--- config.mk ---
export PLATFORM = sky130hd
export DESIGN_NAME = bit_toggle_or_branch_exec
export DESIGN_NICKNAME = d
export VERILOG_FILES = /design/src/design/exec_pkg.sv /design/src/design/operand_addr.sv /design/src/design/bit_toggle_or_branch_exec.sv
export VERILOG_INCLUDE_DIRS = /design/src /design/src/design
export SDC_FILE = /design/constraint.sdc
export NUM_CORES = 1
export LEC_CHECK = 0
export ABC_AREA = 0
export BUFFER_PORTS_ARGS = -buffer_cell sky130_fd_sc_hd__buf_2
export CORE_ASPECT_RATIO = 0.7
export CORE_MARGIN = 1.5
export CORE_UTILIZATION = 30
export DETAILED_ROUTE_END_ITERATION = 8
export SLEW_MARGIN = 20
export SYNTH_ARGS = -nofsm -noshare
export SYNTH_HDL_FRONTEND = slang
export SYNTH_SLANG_ARGS = --single-unit
--- constraint.sdc ---
create_clock -name I_CLK -period 3 [get_ports I_CLK]
set_input_delay 0.6 -clock I_CLK [delete_from_list [all_inputs] [get_ports I_CLK]]
set_output_delay 0.6 -clock I_CLK [all_outputs]
set_load 0.05 [all_outputs]
--- src/design/exec_defines.svh ---
/*
 * Opcode patterns, field positions, widths and reset values for the execute unit.
 * Assumes 16-bit instruction words and an 8-bit data path.
 */
`ifndef EXEC_DEFINES_SVH
`define EXEC_DEFINES_SVH

// ==========================================================
// Opcode matching
// ==========================================================
`define OP_TOGGLE_HI     4'h7
`define OP_TOGGLE_MSB    15
`define OP_TOGGLE_LSB    12
`define OP_BRANCH_HI     8'he4
`define OP_ORLIT_HI      8'h09
`define OP_BYTE_MSB      15
`define OP_BYTE_LSB      8
`define OP_ORREG_HI      6'h04
`define OP_ORREG_LSB     10

// ==========================================================
// Field positions
// ==========================================================
`define FLD_BIT_MSB      11
`define FLD_BIT_LSB      9
`define FLD_BANK         8
`define FLD_DEST         9
`define FLD_LOW_MSB      7
`define FLD_LOW_LSB      0

// ==========================================================
// Widths and reset values
// ==========================================================
`define DATA_W           8
`define ADDR_W           12
`define PC_W             21
`define ACCESS_SPLIT     8'h80
`define ACCESS_HI_BANK   4'hf
`define ACCESS_LO_BANK   4'h0
`define ZERO_BYTE        8'h00
`define ZERO_PC          21'h000000

`endif

--- src/design/exec_pkg.sv ---
/*
 * Types shared by the execute unit and its operand address former.
 * Assumes exec_defines.svh is on the include path.
 */
`include "exec_defines.svh"
package exec_pkg;

    // ==========================================================
    // Decoded operation
    // ==========================================================
    typedef enum logic [2:0]
    {
        OPK_NONE   = 3'b000,
        OPK_TOGGLE = 3'b001,
        OPK_BRANCH = 3'b010,
        OPK_ORLIT  = 3'b011,
        OPK_ORREG  = 3'b100
    } op_kind_t;

    typedef enum logic [0:0]
    {
        ST_RUN  = 1'b0,
        ST_IDLE = 1'b1
    } exec_state_t;

    // ==========================================================
    // Data memory write request
    // ==========================================================
    typedef struct packed
    {
        logic                    we;
        logic [`ADDR_W-1:0]      addr;
        logic [`DATA_W-1:0]      data;
    } mem_wr_t;

    // ==========================================================
    // Status flags touched here
    // ==========================================================
    typedef struct packed
    {
        logic neg;
        logic zero;
    } nz_flags_t;

endpackage

--- src/design/operand_addr.sv ---
/*
 * Forms the full data memory address of a register operand.
 * Assumes the bank select value is held elsewhere and stable for the cycle.
 */
`timescale 1ns/10ps
`include "exec_defines.svh"
module operand_addr
    import exec_pkg::*;
(
    input  wire logic [`DATA_W-1:0] i_reg_addr,
    input  wire logic               i_bank_flag,
    input  wire logic [3:0]         i_bank_select_reg,
    output logic      [`ADDR_W-1:0] o_addr
);

    // ==========================================================
    // Access bank splits into low bank and high special bank
    // ==========================================================
    always_comb
    begin
        if (i_bank_flag)
            o_addr = {i_bank_select_reg, i_reg_addr};
        else if (i_reg_addr >= `ACCESS_SPLIT)
            o_addr = {`ACCESS_HI_BANK, i_reg_addr};
        else
            o_addr = {`ACCESS_LO_BANK, i_reg_addr};
    end

endmodule

--- src/design/bit_toggle_or_branch_exec.sv ---
/*
 * Execute stage for bit toggle, OR with literal, OR with register and branch on overflow.
 * Assumes decode presents one instruction per cycle with the register operand already read
 * from the address on O_RD_ADDR, and that the program counter given is already incremented.
 */
`timescale 1ns/10ps
`include "exec_defines.svh"

// How it works
// - Bit toggle inverts only the selected register bit, no flags, one cycle.
// - Bank flag 0 uses access bank; 1 uses bank select register.
// - Overflow branch jumps only when overflow is 1; never changes flags.
// - Taken branch loads incremented PC plus twice signed 8-bit offset.
// - Branch one cycle if not taken, two if taken with an idle cycle.
// - OR literal writes accumulator OR literal to accumulator, sets N and Z.
// - OR register ORs accumulator with register, result to register if dest bit is 1, else to accumulator, sets N and Z.
module bit_toggle_or_branch_exec
    import exec_pkg::*;
(
    input  wire logic               I_CLK,
    input  wire logic               I_RST_N,
    input  wire logic               I_INSTR_VALID,
    input  wire logic [15:0]        I_INSTR,
    input  wire logic [`PC_W-1:0]   I_PC_INC,
    input  wire logic [`DATA_W-1:0] I_REG_RDATA,
    input  wire logic [3:0]         I_BANK_SELECT_REG,
    input  wire logic               I_OVERFLOW,
    output logic      [`ADDR_W-1:0] O_RD_ADDR,
    output logic                    O_STALL,
    output logic                    O_MEM_WE,
    output logic      [`ADDR_W-1:0] O_MEM_ADDR,
    output logic      [`DATA_W-1:0] O_MEM_WDATA,
    output logic      [`DATA_W-1:0] O_ACC,
    output logic                    O_FLAG_WE,
    output logic                    O_NEG,
    output logic                    O_ZERO,
    output logic                    O_PC_LOAD,
    output logic      [`PC_W-1:0]   O_PC_TARGET
);

    // ==========================================================
    // State
    // ==========================================================
    typedef struct packed
    {
        exec_state_t        st;
        logic [`DATA_W-1:0] acc;
        mem_wr_t            wr;
        logic               flag_we;
        nz_flags_t          nz;
        logic               pc_load;
        logic [`PC_W-1:0]   pc_target;
    } exec_regs_t;

    exec_regs_t          regs_r;
    exec_regs_t          regs_nxt;
    op_kind_t            kind;
    logic [`ADDR_W-1:0]  addr;
    logic [`DATA_W-1:0]  or_val;
    logic [`DATA_W-1:0]  bit_mask;
    logic [`PC_W-1:0]    offset_x2;

    operand_addr u_operand_addr
    (
        .i_reg_addr        (I_INSTR[`FLD_LOW_MSB:`FLD_LOW_LSB]),
        .i_bank_flag       (I_INSTR[`FLD_BANK]),
        .i_bank_select_reg (I_BANK_SELECT_REG),
        .o_addr            (addr)
    );

    // ==========================================================
    // Decode
    // ==========================================================
    always_comb
    begin
        kind = OPK_NONE;
        if (I_INSTR[`OP_TOGGLE_MSB:`OP_TOGGLE_LSB] == `OP_TOGGLE_HI)
            kind = OPK_TOGGLE;
        else if (I_INSTR[`OP_BYTE_MSB:`OP_BYTE_LSB] == `OP_BRANCH_HI)
            kind = OPK_BRANCH;
        else if (I_INSTR[`OP_BYTE_MSB:`OP_BYTE_LSB] == `OP_ORLIT_HI)
            kind = OPK_ORLIT;
        else if (I_INSTR[`OP_BYTE_MSB:`OP_ORREG_LSB] == `OP_ORREG_HI)
            kind = OPK_ORREG;
    end

    assign bit_mask  = `DATA_W'(1) << I_INSTR[`FLD_BIT_MSB:`FLD_BIT_LSB];
    // Sign extend then double; the PC wraps modulo its width like the real counter
    assign offset_x2 = {{(`PC_W-9){I_INSTR[`FLD_LOW_MSB]}}, I_INSTR[`FLD_LOW_MSB:`FLD_LOW_LSB], 1'b0};
    assign or_val    = (kind == OPK_ORLIT) ? (regs_r.acc | I_INSTR[`FLD_LOW_MSB:`FLD_LOW_LSB])
                                           : (regs_r.acc | I_REG_RDATA);

    // ==========================================================
    // Execute
    // ==========================================================
    always_comb
    begin
        regs_nxt            = regs_r;
        regs_nxt.wr.we      = 1'b0;
        regs_nxt.flag_we    = 1'b0;
        regs_nxt.pc_load    = 1'b0;
        regs_nxt.st         = ST_RUN;
        // The idle cycle swallows the already fetched instruction behind a taken branch
        if (regs_r.st == ST_RUN && I_INSTR_VALID)
        begin
            unique case (kind)
                OPK_TOGGLE:
                begin
                    regs_nxt.wr.we   = 1'b1;
                    regs_nxt.wr.addr = addr;
                    regs_nxt.wr.data = I_REG_RDATA ^ bit_mask;
                end
                OPK_BRANCH:
                begin
                    if (I_OVERFLOW)
                    begin
                        regs_nxt.pc_load   = 1'b1;
                        regs_nxt.pc_target = I_PC_INC + offset_x2;
                        regs_nxt.st        = ST_IDLE;
                    end
                end
                OPK_ORLIT:
                begin
                    regs_nxt.acc     = or_val;
                    regs_nxt.flag_we = 1'b1;
                    regs_nxt.nz.neg  = or_val[`DATA_W-1];
                    regs_nxt.nz.zero = (or_val == `ZERO_BYTE);
                end
                OPK_ORREG:
                begin
                    regs_nxt.flag_we = 1'b1;
                    regs_nxt.nz.neg  = or_val[`DATA_W-1];
                    regs_nxt.nz.zero = (or_val == `ZERO_BYTE);
                    if (I_INSTR[`FLD_DEST])
                    begin
                        regs_nxt.wr.we   = 1'b1;
                        regs_nxt.wr.addr = addr;
                        regs_nxt.wr.data = or_val;
                    end
                    else
                        regs_nxt.acc = or_val;
                end
                OPK_NONE:
                begin
                end
            endcase
        end
    end

    always_ff @(posedge I_CLK)
    begin
        if (!I_RST_N)
        begin
            regs_r.st        <= ST_RUN;
            regs_r.acc       <= `ZERO_BYTE;
            regs_r.wr        <= '0;
            regs_r.flag_we   <= 1'b0;
            regs_r.nz        <= '0;
            regs_r.pc_load   <= 1'b0;
            regs_r.pc_target <= `ZERO_PC;
        end
        else
            regs_r <= regs_nxt;
    end

    assign O_RD_ADDR   = addr;
    assign O_STALL     = (regs_r.st == ST_IDLE);
    assign O_MEM_WE    = regs_r.wr.we;
    assign O_MEM_ADDR  = regs_r.wr.addr;
    assign O_MEM_WDATA = regs_r.wr.data;
    assign O_ACC       = regs_r.acc;
    assign O_FLAG_WE   = regs_r.flag_we;
    assign O_NEG       = regs_r.nz.neg;
    assign O_ZERO      = regs_r.nz.zero;
    assign O_PC_LOAD   = regs_r.pc_load;
    assign O_PC_TARGET = regs_r.pc_target;

    // ==========================================================
    // Checks
    // ==========================================================
    AST_TOGGLE_ONE_BIT: assert property (@(posedge I_CLK) disable iff (!I_RST_N)
        (regs_r.st == ST_RUN && I_INSTR_VALID && kind == OPK_TOGGLE) |=>
        (O_MEM_WE && $countones(O_MEM_WDATA ^ $past(I_REG_RDATA)) == 1 && !O_FLAG_WE))
        else $error("Toggle did not flip exactly one bit");
    AST_BANK_SELECT: assert property (@(posedge I_CLK) disable iff (!I_RST_N)
        I_INSTR[`FLD_BANK] |-> (O_RD_ADDR[`ADDR_W-1:`DATA_W] == I_BANK_SELECT_REG))
        else $error("Banked address does not use bank select");
    AST_NO_BRANCH_CLEAR: assert property (@(posedge I_CLK) disable iff (!I_RST_N)
        (regs_r.st == ST_RUN && I_INSTR_VALID && kind == OPK_BRANCH && !I_OVERFLOW) |=>
        (!O_PC_LOAD && !O_STALL && !O_FLAG_WE))
        else $error("Branch taken with overflow clear");
    AST_BRANCH_TARGET: assert property (@(posedge I_CLK) disable iff (!I_RST_N)
        (regs_r.st == ST_RUN && I_INSTR_VALID && kind == OPK_BRANCH && I_OVERFLOW) |=>
        (O_PC_LOAD && O_PC_TARGET == $past(I_PC_INC)
            + {{(`PC_W-9){$past(I_INSTR[`FLD_LOW_MSB])}}, $past(I_INSTR[`FLD_LOW_MSB:`FLD_LOW_LSB]), 1'b0}))
        else $error("Branch target wrong");
    AST_BRANCH_IDLE: assert property (@(posedge I_CLK) disable iff (!I_RST_N)
        O_PC_LOAD |-> O_STALL ##1 (!O_STALL && !O_PC_LOAD && !O_MEM_WE && !O_FLAG_WE))
        else $error("Taken branch idle cycle wrong");
    AST_ORLIT_ACC: assert property (@(posedge I_CLK) disable iff (!I_RST_N)
        (regs_r.st == ST_RUN && I_INSTR_VALID && kind == OPK_ORLIT) |=>
        (O_ACC == ($past(O_ACC) | $past(I_INSTR[7:0])) && O_FLAG_WE && O_ZERO == (O_ACC == 8'h00)))
        else $error("OR literal result wrong");
    AST_ORREG_FILE: assert property (@(posedge I_CLK) disable iff (!I_RST_N)
        (regs_r.st == ST_RUN && I_INSTR_VALID && kind == OPK_ORREG && I_INSTR[`FLD_DEST]) |=>
        (O_MEM_WE && O_MEM_WDATA == ($past(O_ACC) | $past(I_REG_RDATA)) && O_NEG == O_MEM_WDATA[7]))
        else $error("OR register file result wrong");
    AST_ORREG_ACC: assert property (@(posedge I_CLK) disable iff (!I_RST_N)
        (regs_r.st == ST_RUN && I_INSTR_VALID && kind == OPK_ORREG && !I_INSTR[`FLD_DEST]) |=>
        (!O_MEM_WE && O_ACC == ($past(O_ACC) | $past(I_REG_RDATA))))
        else $error("OR register to accumulator wrong");
    AST_TOGGLE_EXACT: assert property (@(posedge I_CLK) disable iff (!I_RST_N)
        (regs_r.st == ST_RUN && I_INSTR_VALID && kind == OPK_TOGGLE) |=>
        (O_MEM_ADDR == $past(O_RD_ADDR) && O_MEM_WDATA ==
            ($past(I_REG_RDATA) ^ (`DATA_W'(1) << $past(I_INSTR[`FLD_BIT_MSB:`FLD_BIT_LSB])))))
        else $error("Toggle wrote the wrong bit or address");
    AST_ACCESS_BANK: assert property (@(posedge I_CLK) disable iff (!I_RST_N)
        !I_INSTR[`FLD_BANK] |-> (O_RD_ADDR[`ADDR_W-1:`DATA_W] ==
            (I_INSTR[`FLD_LOW_MSB] ? `ACCESS_HI_BANK : `ACCESS_LO_BANK)))
        else $error("Access bank address wrong");
    AST_ORLIT_FLAGS: assert property (@(posedge I_CLK) disable iff (!I_RST_N)
        (regs_r.st == ST_RUN && I_INSTR_VALID && kind == OPK_ORLIT) |=>
        (O_NEG == O_ACC[`DATA_W-1] && !O_MEM_WE && !O_PC_LOAD))
        else $error("OR literal negative flag or side effect wrong");
    AST_ORREG_ZERO: assert property (@(posedge I_CLK) disable iff (!I_RST_N)
        (regs_r.st == ST_RUN && I_INSTR_VALID && kind == OPK_ORREG) |=>
        (O_FLAG_WE && O_ZERO == (($past(O_ACC) | $past(I_REG_RDATA)) == `ZERO_BYTE)))
        else $error("OR register zero flag wrong");
    AST_IGNORED_QUIET: assert property (@(posedge I_CLK) disable iff (!I_RST_N)
        (!I_INSTR_VALID || O_STALL) |=> (!O_MEM_WE && !O_FLAG_WE && !O_PC_LOAD && $stable(O_ACC)))
        else $error("Ignored cycle had an effect");

endmodule

==> results.md <==
* Antenna diode count at 0
* Total number of vias at 3501
* Yosys reg bits at between 50 and 60
* Routed vias/inst at a little over 5
* Die area at ~0.012 mm^2
* Reg clk slew, reported paths at around 0.070 ns
* Worst Skew at ~0.010 ns
* Largest net degree at the start of global routing at 37
* Clock Sinks at 54
* CP Capture Type: register
* Crit Path Max Fanout at 4
* Worst path depth at 10
* Reg2reg path depth at 8
* Fin Setup TNS at 0 ns
* Final GP Congestion at ~0.80
* RSZ-0062 raised after global routing: no
* Startpoint types: primary input
* Ys async rst share at 0%
* Cell Count Post-Placement at 675
* WP data required at between 3 and 4 ns
* Clock root buffer: clkbuf_16
* CTS-repair resized insts at 0
* Pins Over Slew Limit at 0
* Row count at 32
* Die Y-Extent at approximately 91 um
* Share of cells above drive strength 1 at about 30%
* Worst hold margin at 0.4474 ns
* Max-Cap Viols at 0
* Max incr delay on CP at 0.39 ns
* Register area share after synthesis at approximately a third
* Setup bufs post-CTS at 0
* Post-route insts no fill at just under 700
* Worst-Skew Late Latency at 0.30 ns
* Pwr Density at between 400 and 500 mW/mm^2
* VDD IR max at ~0.2 mV
* Commonest non-fill, non-tap cell in the layout: buf_2
* Initial antenna violation count at 0
* Global-route wire length before repair at 16.91 mm
* Final-report hold violation count at 0
* Fmax at ~380 MHz
* Avg Synthesized Cell Area at 7.998 um^2
* Crit path cell chain: buf_2 -> ha_1 -> fa_1 -> a211o_1 -> a21oi_2 -> a21oi_2 -> a311o_1 -> nand3_1 -> nor4_1 -> a311o_1
* Hold-fix buffers, CTS at 0
* Relative slew margins at about three fifths
* Hold Path Class: register to register
* WP buf/inv at 1
* Mapped Area at around 0.0033 mm^2
* Status: complete, no violations
* Syn Inst Count at about 420
* Worst setup path endpoint: O_PC_TARGET[17]
* Overflow after GRT at 0
* Final setup fails at 0
* Arr. time, crit path at about 2.8 ns
* XOR/XNOR Fraction of Synth Area at ~4.7%
* Post-route ant nets at 0
* Avg WL per Cell at ~16 um
* Iter 0 DRT Violations at around 290
* Largest family of logic cells by synthesized area: compound AO/OA/AOI/OAI gates
* Area grow syn2layout at 26.72%
* Post-synth EDFFs at 0
* DRC Markers at 0
* Reg-to-reg critical path startpoint: O_STALL
* Top FF cell, synth: dfxtp_1
* Core ar. at 0.01093 mm^2
* Syn nets at 491
* Total Routing Usage GR at about 18%
* Slew @ Worst Pin at between 0.5 and 0.6 ns
* Leak Pwr at roughly 2.1 nW
* Flop2flop setup slack at slightly below 0.9 ns
* Synth cell types at 51
* Vias in the first global route at approximately 3200
* Top delay family on crit path: compound AO/OA/AOI/OAI gates
* Total power at about 1.8 mW
* Worst setup path startpoint: I_INSTR[0]
* Synth Area in Simple Gates at between 20 and 25%
* Final Critical Period at roughly 2.6 ns
* Initial Utilization at 30.59%
* I/O pin count at 120
* Synth Warn # at 0
* Most frequent cells in the layout: 119 x buf_2, 54 x dfxtp_1, 47 x a21oi_1
* Mux cell area share after synthesis at less than 1%
* TritonRoute pass-1 iters at 5
* Dpl hpwl at roughly 8.5 mm
* Cts bufs inserted at 5
* Total Wirelength at 10.96 mm
* Post-Synth Adder-Cell Area at just under 8%
* Slowest CP cell: fa_1
* PortBufs at roughly 120
* Setup Crit Path Kind: primary input to register
* Nets at ~600
* Reg2reg end: O_PC_TARGET[19]
* # H-tree levels at 2
* Final core utilization at between 30% and 40%
* Die extent in x at approximately 130 um
* CTS tree: yes
* Crit share post-route at about nine tenths
* Clk buf depth at 2
* Compound-gate portion of the synthesized area at 25.64%
layout make-up:
cell class,count,area [um^2]
Tap cell,153,191.4
Timing Repair Buffer,136,723.2
Multi-Input combinational cell,318,2033
Clock buffer,6,138.9
Sequential cell,54,1081
Fill cell,1190,6694
Inverter,14,52.55
Clock inverter,2,16.27
synth_stat cells (all sizes together), types with 8 or more instances:
cell type | count | share of area [%]
dfxtp | 54 | 32
nor3 | 9 | 1.3
nand3 | 19 | 3.0
o211a | 14 | 4.2
inv | 14 | 1.6
nor2 | 46 | 5.2
o21ai | 13 | 1.9
buf | 22 | 4.3
ha | 19 | 7.1
clkbuf | 10 | 1.1
nand2 | 41 | 4.6
a21o | 9 | 2.1
nand4 | 8 | 1.5
xnor2 | 13 | 3.4
a21oi | 51 | 8.0
cells by family after synthesis:
kind of cell / after synthesis
adder cells (fa/ha/maj): 20
flip-flops: 54
AO/OA/AOI/OAI: 124
multiplexers: 2
buffers and inverters: 46
AND/OR/NAND/NOR: 154
XOR/XNOR: 18
stage by stage:
step	setup slack, ns	cell area, um^2
2_1_floorplan	0.3116	3343
3_3_place_gp	0.09078	4081
3_5_place_dp	0.05312	4081
4_1_cts	0.3670	4237
5_1_grt	0.2528	4237
6_report	0.3588	4237
tightest hold or removal path: cells and delay by family, from the launching register on:
family             cells  cell delay, ns
DFF                    1            0.31
and+or+nand+nor        1            0.05
AOI/OAI and AO/OA      1            0.05
state kept, by name, summed over array words and instances (netlist names):
| name | cells |
|---|---|
| O_MEM_WE | 1 |
| O_FLAG_WE | 1 |
| O_STALL | 1 |
| O_MEM_ADDR | 12 |
| O_MEM_WDATA | 8 |
| O_ZERO | 1 |
| O_PC_TARGET | 21 |
| O_ACC | 8 |
| O_NEG | 1 |
report_power, final:
part	internal [mW]	switching, mW	total [mW]
registers	0.724	0.00383	0.728
logic	0.153	0.270	0.423
clock network	0.336	0.284	0.620
total	1.21	0.558	1.77
layer usage:
metal,global-route usage (%),vias to the layer above,wire length (um)
met2,26.29,132,4484
met4,5.618,0,170
met5,0,-,0
met3,4.714,14,952
met1,26.86,1629,5348
li1,-,1726,-
how the worst min path moves through the flow:
stage | from | end | slack, ns | cells past startpoint
floorplan | O_ZERO | O_ZERO | 0.67 | 2
global placement | O_PC_TARGET[11] | O_PC_TARGET[11] | 0.44 | 2
detailed placement | O_PC_TARGET[13] | O_PC_TARGET[13] | 0.44 | 2
CTS | O_PC_TARGET[13] | O_PC_TARGET[13] | 0.45 | 2
global route | O_PC_TARGET[8] | O_PC_TARGET[8] | 0.47 | 2
finish | O_PC_TARGET[5] | O_PC_TARGET[5] | 0.45 | 2
Note: power is estimated with default switching activity, not from simulation.
